<file path="src/rtca_map.vh">
// Purpose: Register offsets, field positions and reset values of the alarm and countdown slice.
// Assumes: Byte-wide registers addressed by an 8-bit register index.
// Notes:   Definitions only.
`ifndef RTCA_MAP_VH
`define RTCA_MAP_VH

// ==========================================================================
// Register offsets
`define RTCA_OFS_A1_SEC      8'h0F
`define RTCA_OFS_A1_MIN      8'h10
`define RTCA_OFS_A1_HOURS    8'h11
`define RTCA_OFS_A1_DAYDATE  8'h12
`define RTCA_OFS_A1_MONTH    8'h13
`define RTCA_OFS_A1_YEAR     8'h14
`define RTCA_OFS_A2_MIN      8'h15
`define RTCA_OFS_A2_HOURS    8'h16
`define RTCA_OFS_A2_DAYDATE  8'h17
`define RTCA_OFS_CNT_VALUE   8'h18
`define RTCA_OFS_CNT_RELOAD  8'h19

// ==========================================================================
// Field positions
`define RTCA_BIT_IGNORE      7
`define RTCA_BIT_WEEKDAY     6
`define RTCA_BIT_YEAR_IGN    6
`define RTCA_BIT_PM_TWENTY   5
`define RTCA_BIT_HR_TENS     4
`define RTCA_BIT_MON_TENS    4

// Writable bits per register; unused bits read as zero.
`define RTCA_WMASK_FULL      8'hFF
`define RTCA_WMASK_HOURS     8'hBF
`define RTCA_WMASK_MONTH     8'hDF

// ==========================================================================
// Reset values
`define RTCA_RST_ALARM       8'h00
`define RTCA_RST_COUNT       8'h00
`define RTCA_RST_RELOAD      8'h00

`endif

</file>
<file path="src/rtca_field_cmp.v">
// Purpose: One maskable compare of an alarm field against the running time.
// Assumes: Both operands are aligned to the same bits.
// Notes:   An ignored field always counts as matching.
`timescale 1ns/10ps
`default_nettype none
module rtca_field_cmp #(
  parameter W = 8
) (
  input  wire [W-1:0] alarm_val,  // Stored alarm field
  input  wire [W-1:0] time_val,   // Current time field
  input  wire         ignore,     // Field left out of the compare
  output wire         hit         // Field satisfied
);
  assign hit = ignore | (alarm_val == time_val);
endmodule
`default_nettype wire

</file>
<file path="src/rtca_regs.v">
// Purpose: Alarm compare registers for two alarms and the countdown value/reload pair.
// Assumes: One clock; the register port is a byte-wide strobe interface from the serial slave.
// Notes:   Alarm outputs are one-cycle pulses on the rising edge of a full match.
`timescale 1ns/10ps
`default_nettype none
`include "rtca_map.vh"

// Functional notes
// - Alarm1 minutes keeps its ignore bit in 7, minute tens in 6:4 and minute units in 3:0.
// - Alarm1 hours keeps its ignore bit in 7, hour tens in 4, units in 3:0 and bit 6 unused.
// - Alarm1 hours bit 5 means PM in 12-hour coding and twenty hours in 24-hour coding.
// - Alarm1 day/date keeps its ignore bit in 7, date tens in 5:4 and units in 3:0.
// - Bit 6 of each day/date register picks date compare at 0 and weekday compare at 1.
// - Alarm1 month keeps the month ignore bit in 7 and the year ignore bit in 6.
// - Alarm1 month keeps month tens in bit 4 and units in 3:0 with bit 5 unused.
// - Alarm1 year keeps year tens in 7:4 and year units in 3:0 with no ignore bit.
// - Alarm2 minutes keeps its ignore bit in 7, tens in 6:4 and units in 3:0.
// - Alarm2 hours keeps ignore in 7, PM/twenty in 5, tens in 4 and units in 3:0.
// - Alarm2 day/date keeps ignore in 7, weekday select in 6, tens in 5:4, units in 3:0.
// - The countdown value is an 8-bit read-only register resetting to zero.
// - A separate 8-bit reload register resets to zero.
// - All alarm bits reset to zero, which selects date matching.
// - In repeat mode a countdown reaching zero reloads from the reload register.
// - Alarm1 seconds keeps its ignore bit in 7 with seconds tens and units below.
module rtca_regs (
  input  wire       sys_clk,      // 40 MHz clock
  input  wire       arst_n,       // Asynchronous reset, active low
  input  wire [7:0] reg_addr,     // Register index
  input  wire [7:0] reg_wdata,    // Write data
  input  wire       reg_wr,       // Write strobe, one cycle
  input  wire       reg_rd,       // Read strobe, one cycle
  output reg  [7:0] reg_rdata_ff, // Read data, valid the cycle after reg_rd
  input  wire [6:0] time_sec,     // Current seconds, BCD
  input  wire [6:0] time_min,     // Current minutes, BCD
  input  wire [5:0] time_hour,    // Current hours with PM/twenty bit at 5
  input  wire [2:0] time_day,     // Current weekday
  input  wire [5:0] time_date,    // Current date, BCD
  input  wire [4:0] time_month,   // Current month, BCD
  input  wire [7:0] time_year,    // Current year, BCD
  input  wire       tick,         // Countdown tick, one cycle, same clock
  input  wire       cnt_enable,   // Countdown running
  input  wire       cnt_repeat,   // Reload on zero instead of stopping
  output reg        alarm1_ff,    // Alarm1 match pulse
  output reg        alarm2_ff,    // Alarm2 match pulse
  output reg        cnt_zero_ff   // Countdown reached zero pulse
);

  // ========================================================================
  // Register storage
  reg  [7:0] a1_sec_ff;
  reg  [7:0] a1_min_ff;
  reg  [7:0] a1_hours_ff;
  reg  [7:0] a1_daydate_ff;
  reg  [7:0] a1_month_ff;
  reg  [7:0] a1_year_ff;
  reg  [7:0] a2_min_ff;
  reg  [7:0] a2_hours_ff;
  reg  [7:0] a2_daydate_ff;
  reg  [7:0] cnt_value_ff;
  reg  [7:0] cnt_reload_ff;
  reg        a1_match_ff;
  reg        a2_match_ff;
  reg  [7:0] nxt_rdata;
  reg  [7:0] nxt_cnt;
  reg        nxt_zero;

  // Alarm1 storage.
  always @(posedge sys_clk or negedge arst_n) begin
    if (!arst_n) begin
      a1_sec_ff     <= `RTCA_RST_ALARM;
      a1_min_ff     <= `RTCA_RST_ALARM;
      a1_hours_ff   <= `RTCA_RST_ALARM;
      a1_daydate_ff <= `RTCA_RST_ALARM;
      a1_month_ff   <= `RTCA_RST_ALARM;
      a1_year_ff    <= `RTCA_RST_ALARM;
    end else if (reg_wr) begin
      case (reg_addr)
        `RTCA_OFS_A1_SEC:     a1_sec_ff     <= reg_wdata;
        `RTCA_OFS_A1_MIN:     a1_min_ff     <= reg_wdata;
        `RTCA_OFS_A1_HOURS:   a1_hours_ff   <= reg_wdata & `RTCA_WMASK_HOURS;
        `RTCA_OFS_A1_DAYDATE: a1_daydate_ff <= reg_wdata;
        `RTCA_OFS_A1_MONTH:   a1_month_ff   <= reg_wdata & `RTCA_WMASK_MONTH;
        `RTCA_OFS_A1_YEAR:    a1_year_ff    <= reg_wdata;
        default: begin
        end
      endcase
    end
  end

  // Alarm2 storage.
  always @(posedge sys_clk or negedge arst_n) begin
    if (!arst_n) begin
      a2_min_ff     <= `RTCA_RST_ALARM;
      a2_hours_ff   <= `RTCA_RST_ALARM;
      a2_daydate_ff <= `RTCA_RST_ALARM;
    end else if (reg_wr) begin
      case (reg_addr)
        `RTCA_OFS_A2_MIN:     a2_min_ff     <= reg_wdata;
        `RTCA_OFS_A2_HOURS:   a2_hours_ff   <= reg_wdata & `RTCA_WMASK_HOURS;
        `RTCA_OFS_A2_DAYDATE: a2_daydate_ff <= reg_wdata;
        default: begin
        end
      endcase
    end
  end

  // Reload storage; the running count itself cannot be written from the bus.
  always @(posedge sys_clk or negedge arst_n) begin
    if (!arst_n) begin
      cnt_reload_ff <= `RTCA_RST_RELOAD;
    end else if (reg_wr && (reg_addr == `RTCA_OFS_CNT_RELOAD)) begin
      cnt_reload_ff <= reg_wdata;
    end
  end

  // ========================================================================
  // Field view
  // Named views of the stored bits keep the compares below readable.
  wire       first_alarm_sec_ignore      = a1_sec_ff[`RTCA_BIT_IGNORE];
  wire       first_alarm_min_ignore      = a1_min_ff[`RTCA_BIT_IGNORE];
  wire       first_alarm_hr_ignore       = a1_hours_ff[`RTCA_BIT_IGNORE];
  wire       first_alarm_pm_or_twenty    = a1_hours_ff[`RTCA_BIT_PM_TWENTY];
  wire       first_alarm_daydate_ignore  = a1_daydate_ff[`RTCA_BIT_IGNORE];
  wire       first_alarm_weekday_select  = a1_daydate_ff[`RTCA_BIT_WEEKDAY];
  wire       first_alarm_month_ignore    = a1_month_ff[`RTCA_BIT_IGNORE];
  wire       first_alarm_year_ignore     = a1_month_ff[`RTCA_BIT_YEAR_IGN];
  wire       second_alarm_min_ignore     = a2_min_ff[`RTCA_BIT_IGNORE];
  wire       second_alarm_hr_ignore      = a2_hours_ff[`RTCA_BIT_IGNORE];
  wire       second_alarm_pm_or_twenty   = a2_hours_ff[`RTCA_BIT_PM_TWENTY];
  wire       second_alarm_daydate_ignore = a2_daydate_ff[`RTCA_BIT_IGNORE];
  wire       second_alarm_weekday_select = a2_daydate_ff[`RTCA_BIT_WEEKDAY];

  // Compare values; hours bit 6 and month bit 5 are stored as zero anyway.
  wire [6:0] a1_sec_val   = a1_sec_ff[6:0];
  wire [6:0] a1_min_val   = a1_min_ff[6:0];
  wire [5:0] a1_hour_val  = {first_alarm_pm_or_twenty, a1_hours_ff[`RTCA_BIT_HR_TENS:0]};
  wire [5:0] a1_dd_val    = a1_daydate_ff[5:0];
  wire [4:0] a1_month_val = a1_month_ff[`RTCA_BIT_MON_TENS:0];
  wire [7:0] a1_year_val  = a1_year_ff;
  wire [6:0] a2_min_val   = a2_min_ff[6:0];
  wire [5:0] a2_hour_val  = {second_alarm_pm_or_twenty, a2_hours_ff[`RTCA_BIT_HR_TENS:0]};
  wire [5:0] a2_dd_val    = a2_daydate_ff[5:0];

  // ========================================================================
  // Alarm compare
  // Day/date compare target is chosen per alarm by its weekday select bit.
  wire [5:0] a1_dd_time = first_alarm_weekday_select ? {3'h0, time_day} : time_date;
  wire [5:0] a2_dd_time = second_alarm_weekday_select ? {3'h0, time_day} : time_date;
  wire [8:0] hit;

  // Alarm1 fields.
  rtca_field_cmp #(.W(7)) u_a1_sec (
    .alarm_val (a1_sec_val),
    .time_val  (time_sec),
    .ignore    (first_alarm_sec_ignore),
    .hit       (hit[0])
  );

  rtca_field_cmp #(.W(7)) u_a1_min (
    .alarm_val (a1_min_val),
    .time_val  (time_min),
    .ignore    (first_alarm_min_ignore),
    .hit       (hit[1])
  );

  rtca_field_cmp #(.W(6)) u_a1_hr (
    .alarm_val (a1_hour_val),
    .time_val  (time_hour),
    .ignore    (first_alarm_hr_ignore),
    .hit       (hit[2])
  );

  rtca_field_cmp #(.W(6)) u_a1_dd (
    .alarm_val (a1_dd_val),
    .time_val  (a1_dd_time),
    .ignore    (first_alarm_daydate_ignore),
    .hit       (hit[3])
  );

  rtca_field_cmp #(.W(5)) u_a1_mon (
    .alarm_val (a1_month_val),
    .time_val  (time_month),
    .ignore    (first_alarm_month_ignore),
    .hit       (hit[4])
  );

  rtca_field_cmp #(.W(8)) u_a1_yr (
    .alarm_val (a1_year_val),
    .time_val  (time_year),
    .ignore    (first_alarm_year_ignore),
    .hit       (hit[5])
  );

  // Alarm2 fields.
  rtca_field_cmp #(.W(7)) u_a2_min (
    .alarm_val (a2_min_val),
    .time_val  (time_min),
    .ignore    (second_alarm_min_ignore),
    .hit       (hit[6])
  );

  rtca_field_cmp #(.W(6)) u_a2_hr (
    .alarm_val (a2_hour_val),
    .time_val  (time_hour),
    .ignore    (second_alarm_hr_ignore),
    .hit       (hit[7])
  );

  rtca_field_cmp #(.W(6)) u_a2_dd (
    .alarm_val (a2_dd_val),
    .time_val  (a2_dd_time),
    .ignore    (second_alarm_daydate_ignore),
    .hit       (hit[8])
  );

  wire a1_match = &hit[5:0];
  wire a2_match = &hit[8:6];

  // A held match would fire every cycle for a whole time unit, so only the
  // onset is reported.
  always @(posedge sys_clk or negedge arst_n) begin
    if (!arst_n) begin
      a1_match_ff <= 1'b0;
      alarm1_ff   <= 1'b0;
    end else begin
      a1_match_ff <= a1_match;
      alarm1_ff   <= a1_match & ~a1_match_ff;
    end
  end

  always @(posedge sys_clk or negedge arst_n) begin
    if (!arst_n) begin
      a2_match_ff <= 1'b0;
      alarm2_ff   <= 1'b0;
    end else begin
      a2_match_ff <= a2_match;
      alarm2_ff   <= a2_match & ~a2_match_ff;
    end
  end

  // ========================================================================
  // Countdown
  // Holding the count at the reload value while stopped means that every
  // start runs a full period.
  wire       cnt_at_zero  = (cnt_value_ff == 8'h00);
  wire       cnt_at_one   = (cnt_value_ff == 8'h01);
  wire [7:0] cnt_wrap_val = cnt_repeat ? cnt_reload_ff : 8'h00;

  always @* begin
    nxt_cnt  = cnt_value_ff;
    nxt_zero = 1'b0;
    if (!cnt_enable) begin
      nxt_cnt = cnt_reload_ff;
    end else if (tick) begin
      if (cnt_at_zero) begin
        // A stopped one-shot stays at zero without repeating the pulse.
      end else if (cnt_at_one) begin
        nxt_zero = 1'b1;
        nxt_cnt  = cnt_wrap_val;
      end else begin
        nxt_cnt = cnt_value_ff - 8'h01;
      end
    end
  end

  always @(posedge sys_clk or negedge arst_n) begin
    if (!arst_n) begin
      cnt_value_ff <= `RTCA_RST_COUNT;
      cnt_zero_ff  <= 1'b0;
    end else begin
      cnt_value_ff <= nxt_cnt;
      cnt_zero_ff  <= nxt_zero;
    end
  end

  // ========================================================================
  // Read path
  always @* begin
    case (reg_addr)
      `RTCA_OFS_A1_SEC:     nxt_rdata = a1_sec_ff;
      `RTCA_OFS_A1_MIN:     nxt_rdata = a1_min_ff;
      `RTCA_OFS_A1_HOURS:   nxt_rdata = a1_hours_ff;
      `RTCA_OFS_A1_DAYDATE: nxt_rdata = a1_daydate_ff;
      `RTCA_OFS_A1_MONTH:   nxt_rdata = a1_month_ff;
      `RTCA_OFS_A1_YEAR:    nxt_rdata = a1_year_ff;
      `RTCA_OFS_A2_MIN:     nxt_rdata = a2_min_ff;
      `RTCA_OFS_A2_HOURS:   nxt_rdata = a2_hours_ff;
      `RTCA_OFS_A2_DAYDATE: nxt_rdata = a2_daydate_ff;
      `RTCA_OFS_CNT_VALUE:  nxt_rdata = cnt_value_ff;
      `RTCA_OFS_CNT_RELOAD: nxt_rdata = cnt_reload_ff;
      default:              nxt_rdata = 8'h00;
    endcase
  end

  always @(posedge sys_clk or negedge arst_n) begin
    if (!arst_n) begin
      reg_rdata_ff <= 8'h00;
    end else if (reg_rd) begin
      reg_rdata_ff <= nxt_rdata;
    end
  end

endmodule
`default_nettype wire

</file>
<file path="config.mk">
export PLATFORM = sky130hd
export DESIGN_NAME = rtca_regs
export DESIGN_NICKNAME = d
export VERILOG_FILES = /design/src/rtca_field_cmp.v /design/src/rtca_regs.v
export VERILOG_INCLUDE_DIRS = /design/src
export SDC_FILE = /design/constraint.sdc
export NUM_CORES = 1
export LEC_CHECK = 0
export ABC_CLOCK_PERIOD_IN_PS = 3000
export BUFFER_PORTS_ARGS = -buffer_cell sky130_fd_sc_hd__buf_4
export CAP_MARGIN = 0
export CELL_PAD_IN_SITES_DETAIL_PLACEMENT = 0
export CELL_PAD_IN_SITES_GLOBAL_PLACEMENT = 1
export CORE_MARGIN = 2
export CORE_UTILIZATION = 50
export CTS_BUF_LIST = sky130_fd_sc_hd__clkbuf_4
export CTS_CLUSTER_DIAMETER = 30
export DETAILED_ROUTE_END_ITERATION = 7
export PLACE_DENSITY_LB_ADDON = 0.2
export RECOVER_POWER = 100
export SLEW_MARGIN = 20
export SYNTH_ARGS = -nofsm -noshare
export SYNTH_HDL_FRONTEND = slang
export SYNTH_SLANG_ARGS = --single-unit
</file>
<file path="constraint.sdc">
create_clock -name sys_clk -period 3 [get_ports sys_clk]
set_input_delay 0.6 -clock sys_clk [delete_from_list [all_inputs] [get_ports sys_clk]]
set_output_delay 0.6 -clock sys_clk [all_outputs]
set_load 0.005 [all_outputs]
</file>
* Yosys cells after proc, flatten, opt, wreduce, memory -nomap -nowiden *
Cells that the tools add are included.

operators by class
  add/sub/neg operators = 1
  multiply operators = 0
  divide/modulo/power cells = 0
  order comparisons = 0
  equal/unequal tests = 23
  shift-type cells = 0
  mux-type cells = 12
  bitwise gates (word level) = 13
  reduce and logical (&&, ||, !) cells = 14

operators with widths
  cell                                               count
  one-hot mux 8 bit (11 select lines)                1
  == test 8 x 5 -> 1 bit (second input constant)     10
  2-to-1 mux 8 bit                                   5
  == test 6 bit                                      4
  == test 7 bit                                      3
  AND reduction 2 bit                                10
  2-to-1 mux 6 bit                                   2
  OR 1 bit                                           9
  == test 8 x 1 -> 1 bit (second input constant)     1
  == test 8 x 4 -> 1 bit (second input constant)     1
  == test 8 bit                                      1
  zero test 8 bit                                    1
  subtractor 8 x 1 -> 8 bit (second input constant)  1
  AND reduction 6 bit                                1
  == test 5 bit                                      1
  2-to-1 mux 1 bit                                   4
  != test 2 bit (second input constant)              2
  AND reduction 3 bit                                1
  bitwise AND 1 bit                                  2
  NOT 1 bit                                          2
  logical AND 1 bit                                  1

storage, ports and cells
  register bits after elaboration = 98
  bits in latches = 0
  RAM bits = 0
  ROM bits = 0
  bits of input ports = 65
  word-level logic and storage cells = 80
  memories = 0

* Depth between registers and ports, before layout *
Gate-level depths: netlist of the first run.

  depth after elaboration = 5
  mapped depth = 7
  gate-level depth less buffers = 6

* Hierarchy *
Synthesis of the first run repeated with hierarchy kept, for this count alone.

second synthesis, totals
  cells, all modules = 490
  area, all modules = 5609.1 um2

modules (own cells, without submodules)
  module                          times used  cells an instance  area an instance (um2)
  rtca_regs                       1           413                4958.5
  rtca_field_cmp at u_a1_dd ...   4           8                  67.6
  rtca_field_cmp at u_a1_min ...  3           9                  77.6
  rtca_field_cmp at u_a1_yr       1           11                 90.1
  rtca_field_cmp at u_a1_mon      1           7                  57.6

* Least setup slack after synthesis of the first run *
Ideal clock, no wire load.

  path type = input-to-reg
  from = in reg_addr[5]
  to = reg a1_daydate_ff[5]
  data arrival time = 2.104 ns
  path slack = 0.771 ns
  cell stages on the path = 6
  buffers on the path = 2
  cells stage by stage = or4b_1 -> buf_2 -> nor4_2 -> and3_1 -> buf_4 -> mux2_2

on the way
  cells in the longest elaborated chain, start to end = 2

RTL lines
  item                                  RTL line        source
  start: declaration                    rtca_regs.v:28  input wire [7:0] reg_addr,
  == test 8 x 5 -> 1 bit                rtca_regs.v:77  case (reg_addr)
  AND reduction 2 bit (no source line)  -
  end signal: assignment                rtca_regs.v:73  a1_daydate_ff <= `RTCA_RST_ALARM;
  end signal: assignment                rtca_regs.v:81  `RTCA_OFS_A1_DAYDATE: a1_daydate_ff <= reg_wdata;
  end: declaration                      rtca_regs.v:53  reg [7:0] a1_daydate_ff;

No other way between the ends.
A chain may end at the register's enable or synchronous reset.

* Worst setup path in the final report of the first run *
  from = in reg_addr[2]
  to = reg a2_min_ff[5]

on the way
  cells in the longest elaborated chain, start to end = 2

RTL lines
  item                                  RTL line        source
  == test 8 x 5 -> 1 bit                rtca_regs.v:97  case (reg_addr)
  AND reduction 2 bit (no source line)  -
  end signal: assignment                rtca_regs.v:93  a2_min_ff <= `RTCA_RST_ALARM;
  end signal: assignment                rtca_regs.v:98  `RTCA_OFS_A2_MIN: a2_min_ff <= reg_wdata;
  end: declaration                      rtca_regs.v:56  reg [7:0] a2_min_ff;

No other way between the ends.

==> flow_metrics.tcl, run 1 <==
set metrics [dict create \
    area_delta_synth_final_pct 14.0 \
    peakVddDrop_uv 282 \
    grt_pass1_vias 4466 \
    worst_pin_slew_ns 1.28 \
    grtUsageMet2_pct 42.3 \
    die_w_um 110 \
    rows 38 \
    cts_sinks 98 \
    clk_pin_slew_ns 0.15 \
    status "finished clean" \
    worstSetupEndpointType "register" \
    yosysMostFrequentCell "dfrtp_1" \
    r2r-end "a1_match_ff" \
    global_route.peak_usage_layer "met2" \
    fillers 931 \
    switching_share_pct 33.6 \
    hp-class "input port to asynchronous set/reset pin" \
    port_buffers 75 \
    power_density_nw_per_um2 448 \
    hpwlAfterDp_um 12200 \
    synth_common_cells "dfrtp_1 (98), mux2_2 (80), xor2_1 (39)" \
    overflow 0 \
    critPathArrivalTime_ns 2.86 \
    synth_cells 507 \
    num_io_pins 76 \
    power_frac_seq_pct 53.9 \
    reg2reg_from "a1_sec_ff[0]" \
    cts_tree "built" \
    synth-edff-count 0 \
    die_area_um2 12100 \
    drt_iter0_drc 352 \
    max_stage_delay_ns 0.66 \
    grt_max_degree 53 \
    maxCapViolCount 0 \
    antenna_left 0 \
    slew_headroom_pct 15.0 \
    power_frac_clock_pct 22.4 \
    drive_gt1_share_pct 31.4 \
    syn_nets 575 \
    critical_path_class "input port to register" \
    rsz0062_at_grt "false" \
    critPathSlowestCell "clkbuf_1" \
    design_area_um2 6390 \
    p_int_mw 1.90 \
    rr_worst_depth 5 \
    n_antenna_cell 0 \
    netSwitchingPower_uw 960 \
    p_leak_nw 2.95 \
    r2r_slack_ns 0.80 \
    finalMaxSlewViolations 0 \
    period_minus_slack_ns 2.48 \
    cp-start-kind "input port" \
    initial_utilization_pct 51.4 \
    grt_use_met1_pct 39.9 \
    setup_tns_ns 0 \
    setup_viol 0 \
    cts_root_buf "clkbuf_4" \
    hold_viol_final 0 \
    clk-insertion-delay-late_ns 0.48 \
    grt_pass1_wl_um 25000 \
    core_area_um2 10900 \
    post_cts_buffers 0 \
    ys_ff_latch 98 \
    worst_ep_required_time_ns 3.39 \
    synth_warnings 0 \
    ys_types 60 \
    wl_um 16000 \
    crit_path_cell_trace "clkbuf_1 > nand2b_1 > nor2_1 > nand3_1 > mux2_2" \
    syn_area_per_cell_um2 11.0 \
    h-tree-depth 3 \
    wl_per_cell_um 22.2 \
    numCtsBuffers 9 \
    path_max_fanout 16 \
    period_share_pct 82.6 \
    first_pass_iters 6 \
    dr_total_vias 4459 \
    drc 0 \
    power_mw 2.86 \
    timing.fmax_mhz 403 \
    synth_top_area_share_pct 43.8 \
    yosysTopAreaCell "dfrtp_1" \
    seq_area_frac_synth_pct 43.8 \
    die_y_um 110 \
    ys.flop_type "dfrtp_1" \
    p_comb_share_pct 23.7 \
    cts_resized 0 \
    gp_congestion 0.961 \
    vias_per_cell 6.19 \
    met3_usage_pct 4.98 \
    async_flop_share_pct 100 \
    grt_use_total_pct 28.3 \
    nets 643 \
    syn_area_um2 5600 \
    placed_cell_area_um2 6310 \
    cts_buffer_depth 2 \
    synth_area_leaders "dfrtp_1 (44%), mux2_2 (16%), xor2_1 (6.1%), xnor2_1 (3.3%), mux2i_1 (2.7%)" \
    postCtsHoldBufs 0 \
    fin_skew_ns 0.0173 \
    antenna_found_initial 0 \
]
[final cells by class]
class	count	area, um^2	share of cell area, %
clock buffer	10	75.1	1.18
sequential	98	2450	38.4
multi-input combinational	364	2960	46.4
inverter	18	67.6	1.06
clock inverter	6	41.3	0.647
tap	140	175	2.74
timing repair buffer	84	613	9.60
[metal layers]
| layer | share of wire [%] | vias up |
|---|---|---|
| met5 | 0 | - |
| met4 | 4.2 | 0 |
| met3 | 7.5 | 43 |
| met2 | 44 | 199 |
| met1 | 44 | 2187 |
| li1 | - | 2030 |
[worst max-delay path: cells and delay by family]
kind,cells,cell delay [ns]
multiplexers,1,0.39
buffers and inverters,1,0.66
AND/OR/NAND/NOR,3,1.20
[worst max-delay path by stage]
stage                             from          endpoint  slack [ns]  cells past startpoint
after floorplan            reg_addr[5]  a1_daydate_ff[5]        0.77                      6
after global placement     reg_addr[5]  a1_daydate_ff[3]        0.39                      5
after detailed placement   reg_addr[5]  a1_daydate_ff[6]        0.33                      5
after CTS                 a1_sec_ff[0]       a1_match_ff        0.78                      5
after global routing       reg_addr[2]   reg_rdata_ff[1]        0.32                      6
final                      reg_addr[2]      a2_min_ff[5]        0.52                      5
[layout by cell type (no fill, tap or decap), types with 4 or more instances in the layout]
master,count
clkbuf_4,21
a22oi_1,11
nand2b_1,7
a21oi_1,16
inv_1,18
o32ai_1,4
nor2b_1,5
nor2_1,19
nand2_1,22
o21ai_0,10
clkbuf_1,4
nand4_1,4
buf_4,68
mux2_2,80
o22ai_1,10
nor4_1,11
nand3_1,10
mux2i_1,15
xor2_1,39
xnor2_1,21
dfrtp_1,98
nor3_1,8
and3_1,5
a2bb2oi_1,9
a221oi_1,4
a31oi_1,7
[sequential cells by signal, indices dropped and copies added (netlist names), 7 cells and up]
name	count
a1_daydate_ff	8
a1_hours_ff	7
a1_min_ff	8
a1_month_ff	7
a1_sec_ff	8
a1_year_ff	8
a2_daydate_ff	8
a2_hours_ff	7
a2_min_ff	8
cnt_reload_ff	8
cnt_value_ff	8
reg_rdata_ff	8
[logic make-up after synthesis]
group | after synthesis | share of synthesized area [%]
AOI/OAI and AO/OA | 95 | 12.1
xor gates and xnor gates | 60 | 9.38
buffers and inverters | 45 | 3.19
muxes | 97 | 19.6
adders and majority gates | 3 | 0.670
DFF | 98 | 43.8
and+or+nand+nor | 109 | 11.3
[power groups by stage]
stage               Sequential (mW)  Clock [mW]  Combinational (mW)
floorplan                      1.51           0               0.464
global placement               1.56           0               0.663
detailed placement             1.56           0               0.678
CTS                            1.54       0.646               0.683
global route                   1.56       0.709               0.761
finish                         1.54       0.641               0.679
[per-stage QoR]
stage | util [%] | setup slack [ns] | std cells | hold WS (ns)
detailed placement | 57.9 | 0.333 | 704 | 0.401
finish | 58.7 | 0.521 | 720 | 0.0928
global placement | 57.9 | 0.393 | 704 | 0.399
CTS | 59.0 | 0.783 | 720 | 0.122
global route | 58.7 | 0.319 | 720 | 0.120
floorplan | - | 0.771 | 507 | 0.304
No activity file was read; power rests on OpenSTA's default activity.
==> run 2, diff against run 1 <==
ABC_CLOCK_PERIOD_IN_PS = 2200   (was 3000)
CORE_UTILIZATION = 43   (was 50)
clock period = 2.2 ns   (was 3 ns; I/O delays follow)
==> run 2 against run 1 <==
Compared with the run above: core utilization fell by 5.5 points; critical path depth rose by 1; wire length rose by 7.5%; clock skew fell by 0.0089 ns.
==> flow_metrics.tcl, run 2 (synthesized netlist as in run 1, its figures left out) <==
set metrics [dict create \
    status "finished clean" \
    hp-start "reg_rd" \
    gp_congestion 0.981 \
    antenna_found_initial 0 \
    worst_ep_required_time_ns 2.58 \
    cp-start-kind "input port" \
    holdPathEnd "reg_rdata_ff[7]" \
    post_cts_buffers 0 \
    rsz0062_at_grt "false" \
    hp-class "input port to register" \
    cts_tree "built" \
    num_io_pins 76 \
    slew_headroom_pct 38.8 \
    worstSetupEndpointType "register" \
    design_area_um2 6740 \
    max_stage_delay_ns 0.60 \
    n_antenna_cell 0 \
    grt_pass1_vias 4506 \
    placed_cell_area_um2 6620 \
    crit_path_cell_trace "clkbuf_4 > or4b_1 > nor4_1 > and3_1 > clkbuf_1 > mux2_2" \
    grt_max_degree 39 \
    numCtsBuffers 9 \
    reg2reg_from "a1_sec_ff[6]" \
    r2r-end "a1_match_ff" \
    die_area_um2 14000 \
    clk_pin_slew_ns 0.15 \
    overflow 0 \
    peakVddDrop_uv 535 \
    critPathArrivalTime_ns 2.45 \
    fin_cells 787 \
    power_density_nw_per_um2 641 \
    timing.fmax_mhz 485 \
    critical_path_class "input port to register" \
    nets 678 \
    first_pass_iters 5 \
    h-tree-depth 3 \
    cts_sinks 98 \
    die_y_um 118 \
    dr_total_vias 4517 \
    period_share_pct 93.8 \
    wl_per_cell_um 21.8 \
    initial_utilization_pct 44.2 \
    grt_use_total_pct 25.4 \
    grt_pass1_wl_um 26600 \
    wl_um 17100 \
    worst_pin_slew_ns 0.909 \
    drt_iter0_drc 293 \
    p_leak_nw 3.12 \
    final_cell_mix "dfrtp_1 (98), buf_4 (89), mux2_2 (80)" \
    port_buffers 75 \
    drive_gt1_share_pct 34.5 \
    cts_root_buf "clkbuf_4" \
    rr_worst_depth 5 \
    area_delta_synth_final_pct 20.3 \
    setup_tns_ns 0 \
    rows 41 \
    cts_buffer_depth 2 \
    final_common_cell "dfrtp_1" \
    r2r_slack_ns 0.16 \
    core_area_um2 12700 \
    die_w_um 118 \
    hold_viol_final 0 \
    holdPathStages 2 \
    fin_skew_ns 0.00839 \
    startpoint "reg_addr[5]" \
    vias_per_cell 5.74 \
    maxCapViolCount 0 \
    clk-insertion-delay-late_ns 0.48 \
    critPathSlowestCell "or4b_1" \
    place_inst 770 \
    period_minus_slack_ns 2.06 \
    setup_viol 0 \
    path_max_fanout 8 \
    drc 0 \
    antenna_left 0 \
    hpwlAfterDp_um 13500 \
    finalMaxSlewViolations 0 \
]
[run 2: final cells by class]
class / instances / area (um^2)
flip-flops and latches: 98 / 2450
clock buffers: 10 / 75.1
inverters: 18 / 67.6
well taps: 172 / 215
fillers: 1158 / 5930
multi-input cells: 364 / 2970
clock inverters: 6 / 111
repair buffers: 119 / 846
[run 2: worst max-delay path by stage]
stage / end / slack, ns
4_1_cts: a1_match_ff / 0.009
3_3_place_gp: a1_match_ff / -0.07
2_1_floorplan: a1_daydate_ff[5] / 0.13
3_5_place_dp: a1_match_ff / -0.12
6_report: a1_daydate_ff[6] / 0.14
5_1_grt: a1_match_ff / 0.04
[run 2: critical path, delay by kind of cell]
family,cells,cell delay (ns)
muxes,1,0.38
buffers and inverters,2,0.46
and+or+nand+nor,3,1.15
[run 2: power breakdown]
part           internal [mW]  total (mW)  switching, mW
clock network          0.593        1.22          0.626
registers               1.93        2.11          0.180
logic                  0.455       0.988          0.533
[run 2: stage by stage]
step | hold slack, ns | utilization [%] | power [mW] | worst slack (ns)
finish | 0.217 | 53.2 | 4.32 | 0.137
global route | 0.177 | 53.2 | 4.54 | 0.0356
CTS | 0.169 | 53.8 | 4.35 | 0.00947
detailed placement | 0.399 | 52.2 | 3.14 | -0.120
global placement | 0.397 | 52.2 | 3.11 | -0.0690
floorplan | 0.144 | - | 2.70 | 0.131
[run 2: layer usage]
layer | up-vias | routed length, um | share of wire, % | global-route usage, %
met5 | - | 0 | 0 | 0
met4 | 0 | 491 | 2.9 | 10.2
li1 | 2077 | - | - | -
met2 | 163 | 7810 | 46 | 38.0
met3 | 30 | 852 | 5.0 | 3.91
met1 | 2247 | 7990 | 47 | 36.7
[run 2: timing repair]
action	4_1_cts	5_1_grt
gates resized for setup	0	3
hold buffers	1	0
hold endpoints to repair	29	0
endpoints found under the setup margin	0	1
